<file path="src/verilog/tpl_pkg.sv">
// Constants, register indices and carrier types for the probe latch.
// Assumes a 40 MHz drive clock and a 32-bit AXI4-Lite register bus.
package tpl_pkg;

	// ==========================================================
	// Timing
	localparam int TPL_CLK_NS = 25;
	localparam int TPL_FILT_STEP_NS = 10;
	localparam logic [9:0] TPL_FILT_MAX = 10'h3e8;
	localparam int TPL_FILT_CNT_W = 9;

	// ==========================================================
	// Register indices; byte address is four times the index
	localparam logic [15:0] TPL_IDX_CTRL = 16'h60b8;
	localparam logic [15:0] TPL_IDX_STATUS = 16'h60b9;
	localparam logic [15:0] TPL_IDX_ONE_RISE = 16'h60ba;
	localparam logic [15:0] TPL_IDX_ONE_FALL = 16'h60bb;
	localparam logic [15:0] TPL_IDX_TWO_RISE = 16'h60bc;
	localparam logic [15:0] TPL_IDX_TWO_FALL = 16'h60bd;
	localparam logic [15:0] TPL_IDX_PIN_SEL = 16'h0331;
	localparam logic [15:0] TPL_IDX_FILT = 16'h0332;
	localparam logic [15:0] TPL_IDX_POL = 16'h0333;
	localparam logic [15:0] TPL_IDX_RESTART = 16'h0334;

	// ==========================================================
	// Control byte layout, one byte per channel
	localparam int TPL_CTL_EN = 0;
	localparam int TPL_CTL_CONT = 1;
	localparam int TPL_CTL_SRC = 2;
	localparam int TPL_CTL_RISE = 4;
	localparam int TPL_CTL_FALL = 5;
	localparam int TPL_CH_W = 8;

	// ==========================================================
	// Reset values and encodings
	localparam logic [1:0] TPL_PIN_ONE_RST = 2'h0;
	localparam logic [1:0] TPL_PIN_TWO_RST = 2'h1;
	localparam logic [1:0] TPL_PIN_MAX = 2'h2;
	localparam int TPL_NUM_PINS = 3;
	localparam logic [1:0] TPL_RESP_OKAY = 2'h0;
	localparam logic [1:0] TPL_RESP_SLVERR = 2'h2;

	// ==========================================================
	// Bus carriers
	typedef struct packed {
		logic awvalid;
		logic [31:0] awaddr;
		logic [2:0] awprot;
		logic wvalid;
		logic [31:0] wdata;
		logic [3:0] wstrb;
		logic bready;
		logic arvalid;
		logic [31:0] araddr;
		logic [2:0] arprot;
		logic rready;
	} tpl_axi_m2s_t;

	typedef struct packed {
		logic awready;
		logic wready;
		logic bvalid;
		logic [1:0] bresp;
		logic arready;
		logic rvalid;
		logic [31:0] rdata;
		logic [1:0] rresp;
	} tpl_axi_s2m_t;

	// Per-channel capture state
	typedef struct packed {
		logic prev;
		logic rise_held;
		logic fall_held;
		logic [1:0] count;
		logic [31:0] rise_pos;
		logic [31:0] fall_pos;
	} tpl_chan_t;

	// Filter time in steps to whole clock cycles, rounded up
	function automatic logic [TPL_FILT_CNT_W-1:0] tpl_filt_cycles(input logic [9:0] t);
		logic [15:0] ns;
		ns = 16'(t) * 16'(TPL_FILT_STEP_NS);
		return TPL_FILT_CNT_W'((ns + 16'(TPL_CLK_NS) - 16'h1) / 16'(TPL_CLK_NS));
	endfunction : tpl_filt_cycles

endpackage : tpl_pkg

</file>
<file path="src/verilog/tpl_filter.sv">
// Input synchroniser and digital filter for one probe pin.
// Assumes the pin is asynchronous to aclk; limit comes from aclk logic.
`timescale 1ns/1ps
module tpl_filter (
	// Clock and reset
	input wire logic aclk,
	input wire logic aresetn,
	// Pin and filter length
	input wire logic pin,
	input wire logic [tpl_pkg::TPL_FILT_CNT_W-1:0] limit,
	// Filtered level
	output logic level
);
	import tpl_pkg::*;

	typedef struct packed {
		logic [2:0] sync;
		logic stable;
		logic out;
		logic [TPL_FILT_CNT_W-1:0] cnt;
	} tpl_flt_state_t;

	tpl_flt_state_t s;
	tpl_flt_state_t next_s;

	// ==========================================================
	// Next state
	always_comb begin
		next_s = s;
		next_s.sync = {s.sync[1:0], pin};
		// A change counts only once stages two and three agree
		if (s.sync[2] == s.sync[1]) begin
			next_s.stable = s.sync[2];
		end
		// Level must hold for the full limit before it passes
		if (s.stable != s.out) begin
			if (s.cnt >= limit) begin
				next_s.out = s.stable;
				next_s.cnt = '0;
			end else begin
				next_s.cnt = s.cnt + TPL_FILT_CNT_W'(1);
			end
		end else begin
			next_s.cnt = '0;
		end
	end

	always_ff @(posedge aclk) begin
		if (!aresetn) begin
			s <= '0;
		end else begin
			s <= next_s;
		end
	end

	assign level = s.out;

endmodule : tpl_filter

</file>
<file path="src/verilog/tpl_latch.sv">
// Two-channel touch-probe position latch with an AXI4-Lite register slave.
// Assumes probe pins and encoder zero pulse are asynchronous; the feedback
// position is produced on aclk.
//
// The AXI4-Lite slave port is this design's own decision.
`timescale 1ns/1ps
module tpl_latch (
	// Clock and reset
	input wire logic aclk,
	input wire logic aresetn,
	// Register bus
	input wire tpl_pkg::tpl_axi_m2s_t axi_in,
	output tpl_pkg::tpl_axi_s2m_t axi_out,
	// Probe pins and encoder zero pulse
	input wire logic [tpl_pkg::TPL_NUM_PINS-1:0] probe_pin,
	input wire logic encoder_zero,
	// Feedback position from the position loop
	input wire logic [31:0] feedback_position
);
	import tpl_pkg::*;

	typedef struct packed {
		// Bus slave
		logic awready;
		logic [31:0] awaddr;
		logic wready;
		logic [31:0] wdata;
		logic [3:0] wstrb;
		logic bvalid;
		logic [1:0] bresp;
		logic arready;
		logic rvalid;
		logic [31:0] rdata;
		logic [1:0] rresp;
		// Configuration
		logic [15:0] ctrl;
		logic [1:0] pin_pend_one;
		logic [1:0] pin_pend_two;
		logic [1:0] pin_one;
		logic [1:0] pin_two;
		logic [1:0] pol_pend;
		logic [1:0] pol;
		logic [9:0] filt_time;
		logic [TPL_FILT_CNT_W-1:0] filt_limit;
		// One quiet cycle after a restart swaps pin or polarity
		logic settle;
		// Capture channels
		tpl_chan_t one;
		tpl_chan_t two;
	} tpl_state_t;

	tpl_state_t s;
	tpl_state_t next_s;

	logic [TPL_NUM_PINS:0] flt_level;
	// Encoder zero rides on top of the pins so each filter has a plain index
	logic [TPL_NUM_PINS:0] flt_pin;

	assign flt_pin = {encoder_zero, probe_pin};

	// ==========================================================
	// Filters: three pins plus the encoder zero pulse
	for (genvar i = 0; i <= TPL_NUM_PINS; i++) begin : g_flt
		tpl_filter u_filter (
			.aclk(aclk),
			.aresetn(aresetn),
			.pin(flt_pin[i]),
			.limit(s.filt_limit),
			.level(flt_level[i])
		);
	end

	// ==========================================================
	// Helpers
	// Byte lanes of a data word; the word index sits above the byte offset
	localparam int LANES = 4;
	localparam int LANE_W = 8;
	localparam int ADDR_LSB = 2;

	function automatic logic addr_hit(input logic [31:0] addr, input logic [15:0] idx);
		return addr == (32'(idx) << ADDR_LSB);
	endfunction : addr_hit

	function automatic logic [31:0] merge(input logic [31:0] old, input logic [31:0] data,
			input logic [3:0] strb);
		logic [31:0] res;
		res = old;
		for (int b = 0; b < LANES; b++) begin
			if (strb[b]) begin
				res[b*LANE_W +: LANE_W] = data[b*LANE_W +: LANE_W];
			end
		end
		return res;
	endfunction : merge

	// Only pins 0 to 2 exist; a choice of 3 is dropped
	function automatic logic pin_ok(input logic [1:0] p);
		return p <= TPL_PIN_MAX;
	endfunction : pin_ok

	// Trigger level after source choice, and polarity for pin sources
	function automatic logic trig_level(input logic [7:0] ctl, input logic [1:0] pin,
			input logic pol, input logic [TPL_NUM_PINS:0] lv);
		logic raw;
		raw = lv[pin];
		if (ctl[TPL_CTL_SRC]) begin
			return lv[TPL_NUM_PINS];
		end
		return pol ? raw : ~raw;
	endfunction : trig_level

	function automatic tpl_chan_t chan_step(input tpl_chan_t c, input logic [7:0] ctl,
			input logic lvl, input logic [31:0] pos, input logic quiet);
		tpl_chan_t n;
		logic rise;
		logic fall;
		logic cont;
		logic take_rise;
		logic take_fall;
		n = c;
		rise = lvl & ~c.prev;
		fall = ~lvl & c.prev;
		cont = ctl[TPL_CTL_CONT];
		// A level jump from a restart swap is not a probe event
		take_rise = rise && ctl[TPL_CTL_RISE] && !quiet;
		take_fall = fall && ctl[TPL_CTL_FALL] && !quiet;
		n.prev = lvl;
		if (!ctl[TPL_CTL_EN]) begin
			// Disable clears the flags so a re-enable arms single mode again
			n.rise_held = 1'b0;
			n.fall_held = 1'b0;
			n.count = 2'h0;
		end else begin
			if (take_rise && (cont || !c.rise_held)) begin
				n.rise_pos = pos;
				n.rise_held = 1'b1;
			end
			if (take_fall && (cont || !c.fall_held)) begin
				n.fall_pos = pos;
				n.fall_held = 1'b1;
			end
			// Counter wraps 3 to 0 by its width
			if (cont && (take_rise || take_fall)) begin
				n.count = c.count + 2'h1;
			end
		end
		return n;
	endfunction : chan_step

	function automatic logic [7:0] status_byte(input tpl_chan_t c, input logic en);
		// Bits 3 to 5 stay zero
		return {c.count, 3'h0, c.fall_held, c.rise_held, en};
	endfunction : status_byte

	function automatic logic [15:0] status_word(input tpl_state_t st);
		logic [15:0] w;
		w[7:0] = status_byte(st.one, st.ctrl[TPL_CTL_EN]);
		w[15:8] = status_byte(st.two, st.ctrl[TPL_CH_W + TPL_CTL_EN]);
		return w;
	endfunction : status_word

	// Writes to read-only objects answer OKAY and change nothing
	function automatic logic known_addr(input logic [31:0] a);
		return addr_hit(a, TPL_IDX_CTRL) || addr_hit(a, TPL_IDX_STATUS) ||
			addr_hit(a, TPL_IDX_ONE_RISE) || addr_hit(a, TPL_IDX_ONE_FALL) ||
			addr_hit(a, TPL_IDX_TWO_RISE) || addr_hit(a, TPL_IDX_TWO_FALL) ||
			addr_hit(a, TPL_IDX_PIN_SEL) || addr_hit(a, TPL_IDX_FILT) ||
			addr_hit(a, TPL_IDX_POL) || addr_hit(a, TPL_IDX_RESTART);
	endfunction : known_addr

	function automatic logic [31:0] read_data(input tpl_state_t st, input logic [31:0] a);
		logic [31:0] d;
		d = 32'h0;
		if (addr_hit(a, TPL_IDX_CTRL)) begin
			d = {16'h0, st.ctrl};
		end else if (addr_hit(a, TPL_IDX_STATUS)) begin
			d = {16'h0, status_word(st)};
		end else if (addr_hit(a, TPL_IDX_ONE_RISE)) begin
			d = st.one.rise_pos;
		end else if (addr_hit(a, TPL_IDX_ONE_FALL)) begin
			d = st.one.fall_pos;
		end else if (addr_hit(a, TPL_IDX_TWO_RISE)) begin
			d = st.two.rise_pos;
		end else if (addr_hit(a, TPL_IDX_TWO_FALL)) begin
			d = st.two.fall_pos;
		end else if (addr_hit(a, TPL_IDX_PIN_SEL)) begin
			d = {28'h0, st.pin_pend_two, st.pin_pend_one};
		end else if (addr_hit(a, TPL_IDX_FILT)) begin
			d = {22'h0, st.filt_time};
		end else if (addr_hit(a, TPL_IDX_POL)) begin
			d = {30'h0, st.pol_pend};
		end
		return d;
	endfunction : read_data

	// Power-up values: bus ready, default pin choice, everything else clear
	function automatic tpl_state_t reset_state();
		tpl_state_t r;
		r = '0;
		r.awready = 1'b1;
		r.wready = 1'b1;
		r.arready = 1'b1;
		r.pin_pend_one = TPL_PIN_ONE_RST;
		r.pin_pend_two = TPL_PIN_TWO_RST;
		r.pin_one = TPL_PIN_ONE_RST;
		r.pin_two = TPL_PIN_TWO_RST;
		return r;
	endfunction : reset_state

	// ==========================================================
	// Next state
	always_comb begin
		logic [31:0] wv;
		logic lvl_one;
		logic lvl_two;
		wv = 32'h0;
		lvl_one = 1'b0;
		lvl_two = 1'b0;
		next_s = s;
		// Quiet lasts one cycle only
		next_s.settle = 1'b0;

		// Write address and data are taken in either order
		if (axi_in.awvalid && s.awready) begin
			next_s.awaddr = axi_in.awaddr;
			next_s.awready = 1'b0;
		end
		if (axi_in.wvalid && s.wready) begin
			next_s.wdata = axi_in.wdata;
			next_s.wstrb = axi_in.wstrb;
			next_s.wready = 1'b0;
		end

		// Both held: commit and answer
		if (!s.awready && !s.wready && !s.bvalid) begin
			next_s.bvalid = 1'b1;
			next_s.bresp = known_addr(s.awaddr) ? TPL_RESP_OKAY : TPL_RESP_SLVERR;
			if (addr_hit(s.awaddr, TPL_IDX_CTRL)) begin
				wv = merge({16'h0, s.ctrl}, s.wdata, s.wstrb);
				next_s.ctrl = wv[15:0];
			end else if (addr_hit(s.awaddr, TPL_IDX_PIN_SEL)) begin
				wv = merge({28'h0, s.pin_pend_two, s.pin_pend_one}, s.wdata, s.wstrb);
				// Out of range choices are ignored
				if (pin_ok(wv[1:0])) begin
					next_s.pin_pend_one = wv[1:0];
				end
				if (pin_ok(wv[3:2])) begin
					next_s.pin_pend_two = wv[3:2];
				end
			end else if (addr_hit(s.awaddr, TPL_IDX_FILT)) begin
				wv = merge({22'h0, s.filt_time}, s.wdata, s.wstrb);
				if (wv[9:0] <= TPL_FILT_MAX) begin
					next_s.filt_time = wv[9:0];
				end
			end else if (addr_hit(s.awaddr, TPL_IDX_POL)) begin
				wv = merge({30'h0, s.pol_pend}, s.wdata, s.wstrb);
				next_s.pol_pend = wv[1:0];
			end else if (addr_hit(s.awaddr, TPL_IDX_RESTART)) begin
				// Restart loads the pending pin and polarity choices
				if (s.wstrb[0] && s.wdata[0]) begin
					next_s.settle = 1'b1;
					next_s.pin_one = s.pin_pend_one;
					next_s.pin_two = s.pin_pend_two;
					next_s.pol = s.pol_pend;
				end
			end
		end
		if (s.bvalid && axi_in.bready) begin
			next_s.bvalid = 1'b0;
			next_s.awready = 1'b1;
			next_s.wready = 1'b1;
		end

		// Read data are sampled when the address is taken
		if (axi_in.arvalid && s.arready) begin
			next_s.arready = 1'b0;
			next_s.rvalid = 1'b1;
			next_s.rdata = read_data(s, axi_in.araddr);
			next_s.rresp = known_addr(axi_in.araddr) ? TPL_RESP_OKAY : TPL_RESP_SLVERR;
		end
		if (s.rvalid && axi_in.rready) begin
			next_s.rvalid = 1'b0;
			next_s.arready = 1'b1;
		end

		// Filter length follows the register one cycle later
		next_s.filt_limit = tpl_filt_cycles(s.filt_time);

		// Capture
		lvl_one = trig_level(s.ctrl[TPL_CH_W-1:0], s.pin_one, s.pol[0], flt_level);
		lvl_two = trig_level(s.ctrl[2*TPL_CH_W-1:TPL_CH_W], s.pin_two, s.pol[1],
			flt_level);
		next_s.one = chan_step(s.one, s.ctrl[TPL_CH_W-1:0], lvl_one, feedback_position,
			s.settle);
		next_s.two = chan_step(s.two, s.ctrl[2*TPL_CH_W-1:TPL_CH_W], lvl_two,
			feedback_position, s.settle);
	end

	// ==========================================================
	// State register
	always_ff @(posedge aclk) begin
		if (!aresetn) begin
			s <= reset_state();
		end else begin
			s <= next_s;
		end
	end

	// ==========================================================
	// Bus outputs, all from the state register
	always_comb begin
		axi_out.awready = s.awready;
		axi_out.wready = s.wready;
		axi_out.bvalid = s.bvalid;
		axi_out.bresp = s.bresp;
		axi_out.arready = s.arready;
		axi_out.rvalid = s.rvalid;
		axi_out.rdata = s.rdata;
		axi_out.rresp = s.rresp;
	end

endmodule : tpl_latch

</file>
<file path="config.mk">
export PLATFORM = sky130hd
export DESIGN_NAME = tpl_latch
export DESIGN_NICKNAME = d
export VERILOG_FILES = /design/src/verilog/tpl_pkg.sv /design/src/verilog/tpl_filter.sv /design/src/verilog/tpl_latch.sv
export SDC_FILE = /design/constraint.sdc
export NUM_CORES = 1
export LEC_CHECK = 0
export ABC_AREA = 1
export ABC_CLOCK_PERIOD_IN_PS = 6100
export BUFFER_PORTS_ARGS = -buffer_cell sky130_fd_sc_hd__buf_2
export CORE_ASPECT_RATIO = 0.8
export CORE_UTILIZATION = 55
export CTS_BUF_LIST = sky130_fd_sc_hd__clkbuf_8
export CTS_CLUSTER_DIAMETER = 120
export DETAILED_ROUTE_END_ITERATION = 6
export GPL_ROUTABILITY_DRIVEN = 1
export PLACE_DENSITY_LB_ADDON = 0.2
export SYNTH_ARGS = -nofsm -noshare
export SYNTH_HDL_FRONTEND = slang
export SYNTH_SLANG_ARGS = --single-unit
export TNS_END_PERCENT = 100
</file>
<file path="constraint.sdc">
create_clock -name aclk -period 6.1 [get_ports aclk]
set_input_delay 0.915 -clock aclk [delete_from_list [all_inputs] [get_ports aclk]]
set_output_delay 0.915 -clock aclk [all_outputs]
set_load 0.05 [all_outputs]
</file>
==> run_results.csv <==
group,metric,value,unit
floorplanning,std_cell_rows,57,
clocking,clockBufferDepth,3,
setup_path,cp_common_cell,"nand2_4",
global_route,first_global_vias,15443,
pwr,clkPwrFrac,42.7,%
sta,relSlewSlack,30.2,%
synth,synth-edff-count,0,
drt,firstDrtPassIters,5,
pwr,combinationalPowerShare,6.3,%
clocking,cts_buffers,51,
flow_run,drv_cap,0,
sta,max_freq,153,MHz
pwr,power_switching,1.11,mW
floorplanning,io_pins,190,
sta,final_max_slew_viol_count,0,
setup_path,path_class,"register to register",
placed_design,hpwlAfterDp,30800,um
global_route,track_usage,28.4,%
sta,layout_setup_ws,-0.440,ns
synth,async_reset_ff_share,0,%
drt,vias_per_cell,5.44,
setup_path,worstPathMaxFanout,6,
final_layout,final_cell_mix,"dfxtp_1, inv_1, nand2_1",
floorplanning,die_h,159,um
setup_path,cp.required,6.61,ns
pwr,vdd_drop_max,0.246,mV
final_layout,fin_area,19800,um2
synth,synth.cell_area,17000,um2
clocking,path_clk_slew,0.07,ns
global_route,gr-total-overflow,0,
synth,synthFlopType,"dfxtp_1",
sta,fin_skew,0.0451,ns
worst_hold_path,holdCritPathClass,"register to register",
placed_design,port_buffers,163,
global_route,grt_first_pass_wirelength,73700,um
synth,synthTopCellsByArea,"dfxtp_1, a21oi_1, o21ai_0",
pwr,internal_power,3.27,mW
drt,vias,16234,
synth,avgSynthCellArea,7.27,um2
setup_path,critPathMaxStageDelay,0.47,ns
sta,rsz0062_at_grt,"true",
sta,layout_min_cycle_time,6.54,ns
sta,fin_crit_sh,107,%
setup_path,end_kind,"register",
final_layout,final_common_cell,"dfxtp_1",
sta,tightestPinTransition,1.05,ns
synth,synth_cell_type_count,55,
synth,synthCells,2335,
sta,finalSetupViolCount,2,
global_route,grt_max_degree,96,
synth,synth_top_area_cell,"dfxtp_1",
run_status,violations,"setup timing",
final_layout,drive_above_1_share,19.8,%
pwr,switching_share,25.2,%
synth,yosys.area.top_type_share,39.0,%
pwr,p_per_area,221,nW/um2
clocking,clockRootBuffer,"clkbuf_8",
placed_design,placed_cell_area,18500,um2
setup_path,slowest_stage,"fa_1",
clocking,clk_latency,0.63,ns
clocking,cts_max_level,2,
synth,ys_ff_latch,331,
setup_path,start_kind,"register",
setup_path,arrival,7.05,ns
clocking,tritoncts,"yes",
drt,wirelength,45000,um
final_layout,area_delta_synth_final,16.8,%
run_status,outcome,"finished, violations left",
clocking,numClockSinks,331,
final_layout,fillerInstances,2687,
sta,fin_tns_setup,-0.853,ns
pwr,p_leak,8.35,nW
floorplanning,core,30400,um2
synth,yosys_warnings,0,
drt,wl_per_cell,15.1,um
pwr,p_total,4.38,mW
placed_design,globalplace.congestion,0.931,
global_route,antenna_found_initial,5,
synth,ys_seq_area_share,39.0,%
drt,drtIter0Drc,1293,
pwr,seqPwrFrac,51.0,%
floorplanning,die_w,198,um
final_layout,fin_nets,2737,
floorplanning,dieArea,31600,um2
sta,final_hold_viol_count,0,
drt,ant_nets,0,
drt,drc,0,
floorplanning,start_util,55.9,%
-- cells in the mapped netlist (17+ instances only) --
cell	instances
nand3_1	106
o221ai_1	23
nand4_1	32
clkbuf_1	90
nand2_4	23
nand2_1	305
nor2_1	199
nand2_2	34
nor3_1	32
o21ai_0	249
inv_1	312
inv_2	17
a21oi_1	264
ha_1	60
nor4_1	19
dfxtp_1	331
buf_4	41
xor2_1	17
o22ai_1	35
-- timing repair --
item	4_1_cts	5_1_grt
setup buffers	15	1
gates cloned	0	0
pin swaps	39	11
setup endpoints to repair	2	2
hold buffers	0	0
endpoints found under the hold margin	0	0
gates resized for setup	19	17
-- kinds of logic after synthesis --
group | count (synthesis) | share of synthesized area, %
multiplexers | 2 | 0.118
buffers and inverters | 466 | 11.3
AO/OA/AOI/OAI | 642 | 20.7
other | 1 | 0.0221
flip-flops | 331 | 39.0
AND/OR/NAND/NOR | 811 | 23.2
adder cells (fa/ha/maj) | 61 | 4.54
XOR/XNOR | 21 | 1.08
-- per-layer routing --
| layer | up-vias | track usage (%) | part of all wire, % |
|---|---|---|---|
| met1 | 7454 | 39.7 | 46 |
| li1 | 8159 | - | - |
| met2 | 547 | 44.1 | 44 |
| met3 | 72 | 5.08 | 7.5 |
| met4 | 2 | 9.13 | 2.1 |
| met5 | - | 0 | 0.022 |
-- through the flow --
step                      hold slack [ns]  util, %  instances  worst slack (ns)
after floorplan                     0.390        -       2336          -0.00890
after global placement              0.392     60.9       2871            -0.283
after detailed placement            0.402     60.9       2871            -0.529
after CTS                           0.414     65.0       2979            -0.353
after global routing                0.442     65.3       2984            -0.985
final                               0.414     65.3       2984            -0.440
-- layout make-up --
type	instances	area, um2	area share (%)
Antenna cell	4	10.0	0.0505
Inverter	332	1250	6.29
Clock buffer	67	922	4.65
Tap cell	413	517	2.61
Timing Repair Buffer	272	1640	8.29
Sequential cell	331	6630	33.5
Clock inverter	26	124	0.625
Multi-Input combinational cell	1539	8730	44.0
-- worst paths after layout --
path | startpoint | end | slack, ns | depth (start not counted)
min | g_flt[2].u_filter.next_s[12]$_SDFF_PN0_ | g_flt[2].u_filter.next_s[13]$_SDFF_PN0_ | 0.41 | 2
min reg2reg | g_flt[2].u_filter.next_s[12]$_SDFF_PN0_ | g_flt[2].u_filter.next_s[13]$_SDFF_PN0_ | 0.41 | 2
max | s[149]$_SDFFE_PN0P_ | s[139]$_SDFF_PN0_ | -0.44 | 59
max reg2reg | s[149]$_SDFFE_PN0P_ | s[139]$_SDFF_PN0_ | -0.44 | 59
-- power groups by stage --
stage / logic [mW] / clock network [mW] / registers, mW
global route: 0.305 / 2.00 / 2.24
floorplan: 0.190 / 0 / 2.27
finish: 0.274 / 1.87 / 2.23
detailed placement: 0.271 / 0 / 2.28
global placement: 0.264 / 0 / 2.28
CTS: 0.272 / 1.90 / 2.23
-- registers in the layout, summed over array words and instances (netlist names) --
register / count
g_flt.u_filter.level: 4
s: 236
g_flt.u_filter.s: 44
g_flt.u_filter.next_s: 8
axi_out: 39
-- critical path: cells and delay by family (launching register included) --
family                     cells  cell delay [ns]
buffers and inverters          6             0.48
adders and majority gates      4             1.00
DFF                            1             0.35
and+or+nand+nor               46             4.29
AOI/OAI and AO/OA              3             0.31
No activity file was read; power rests on OpenSTA's default activity.
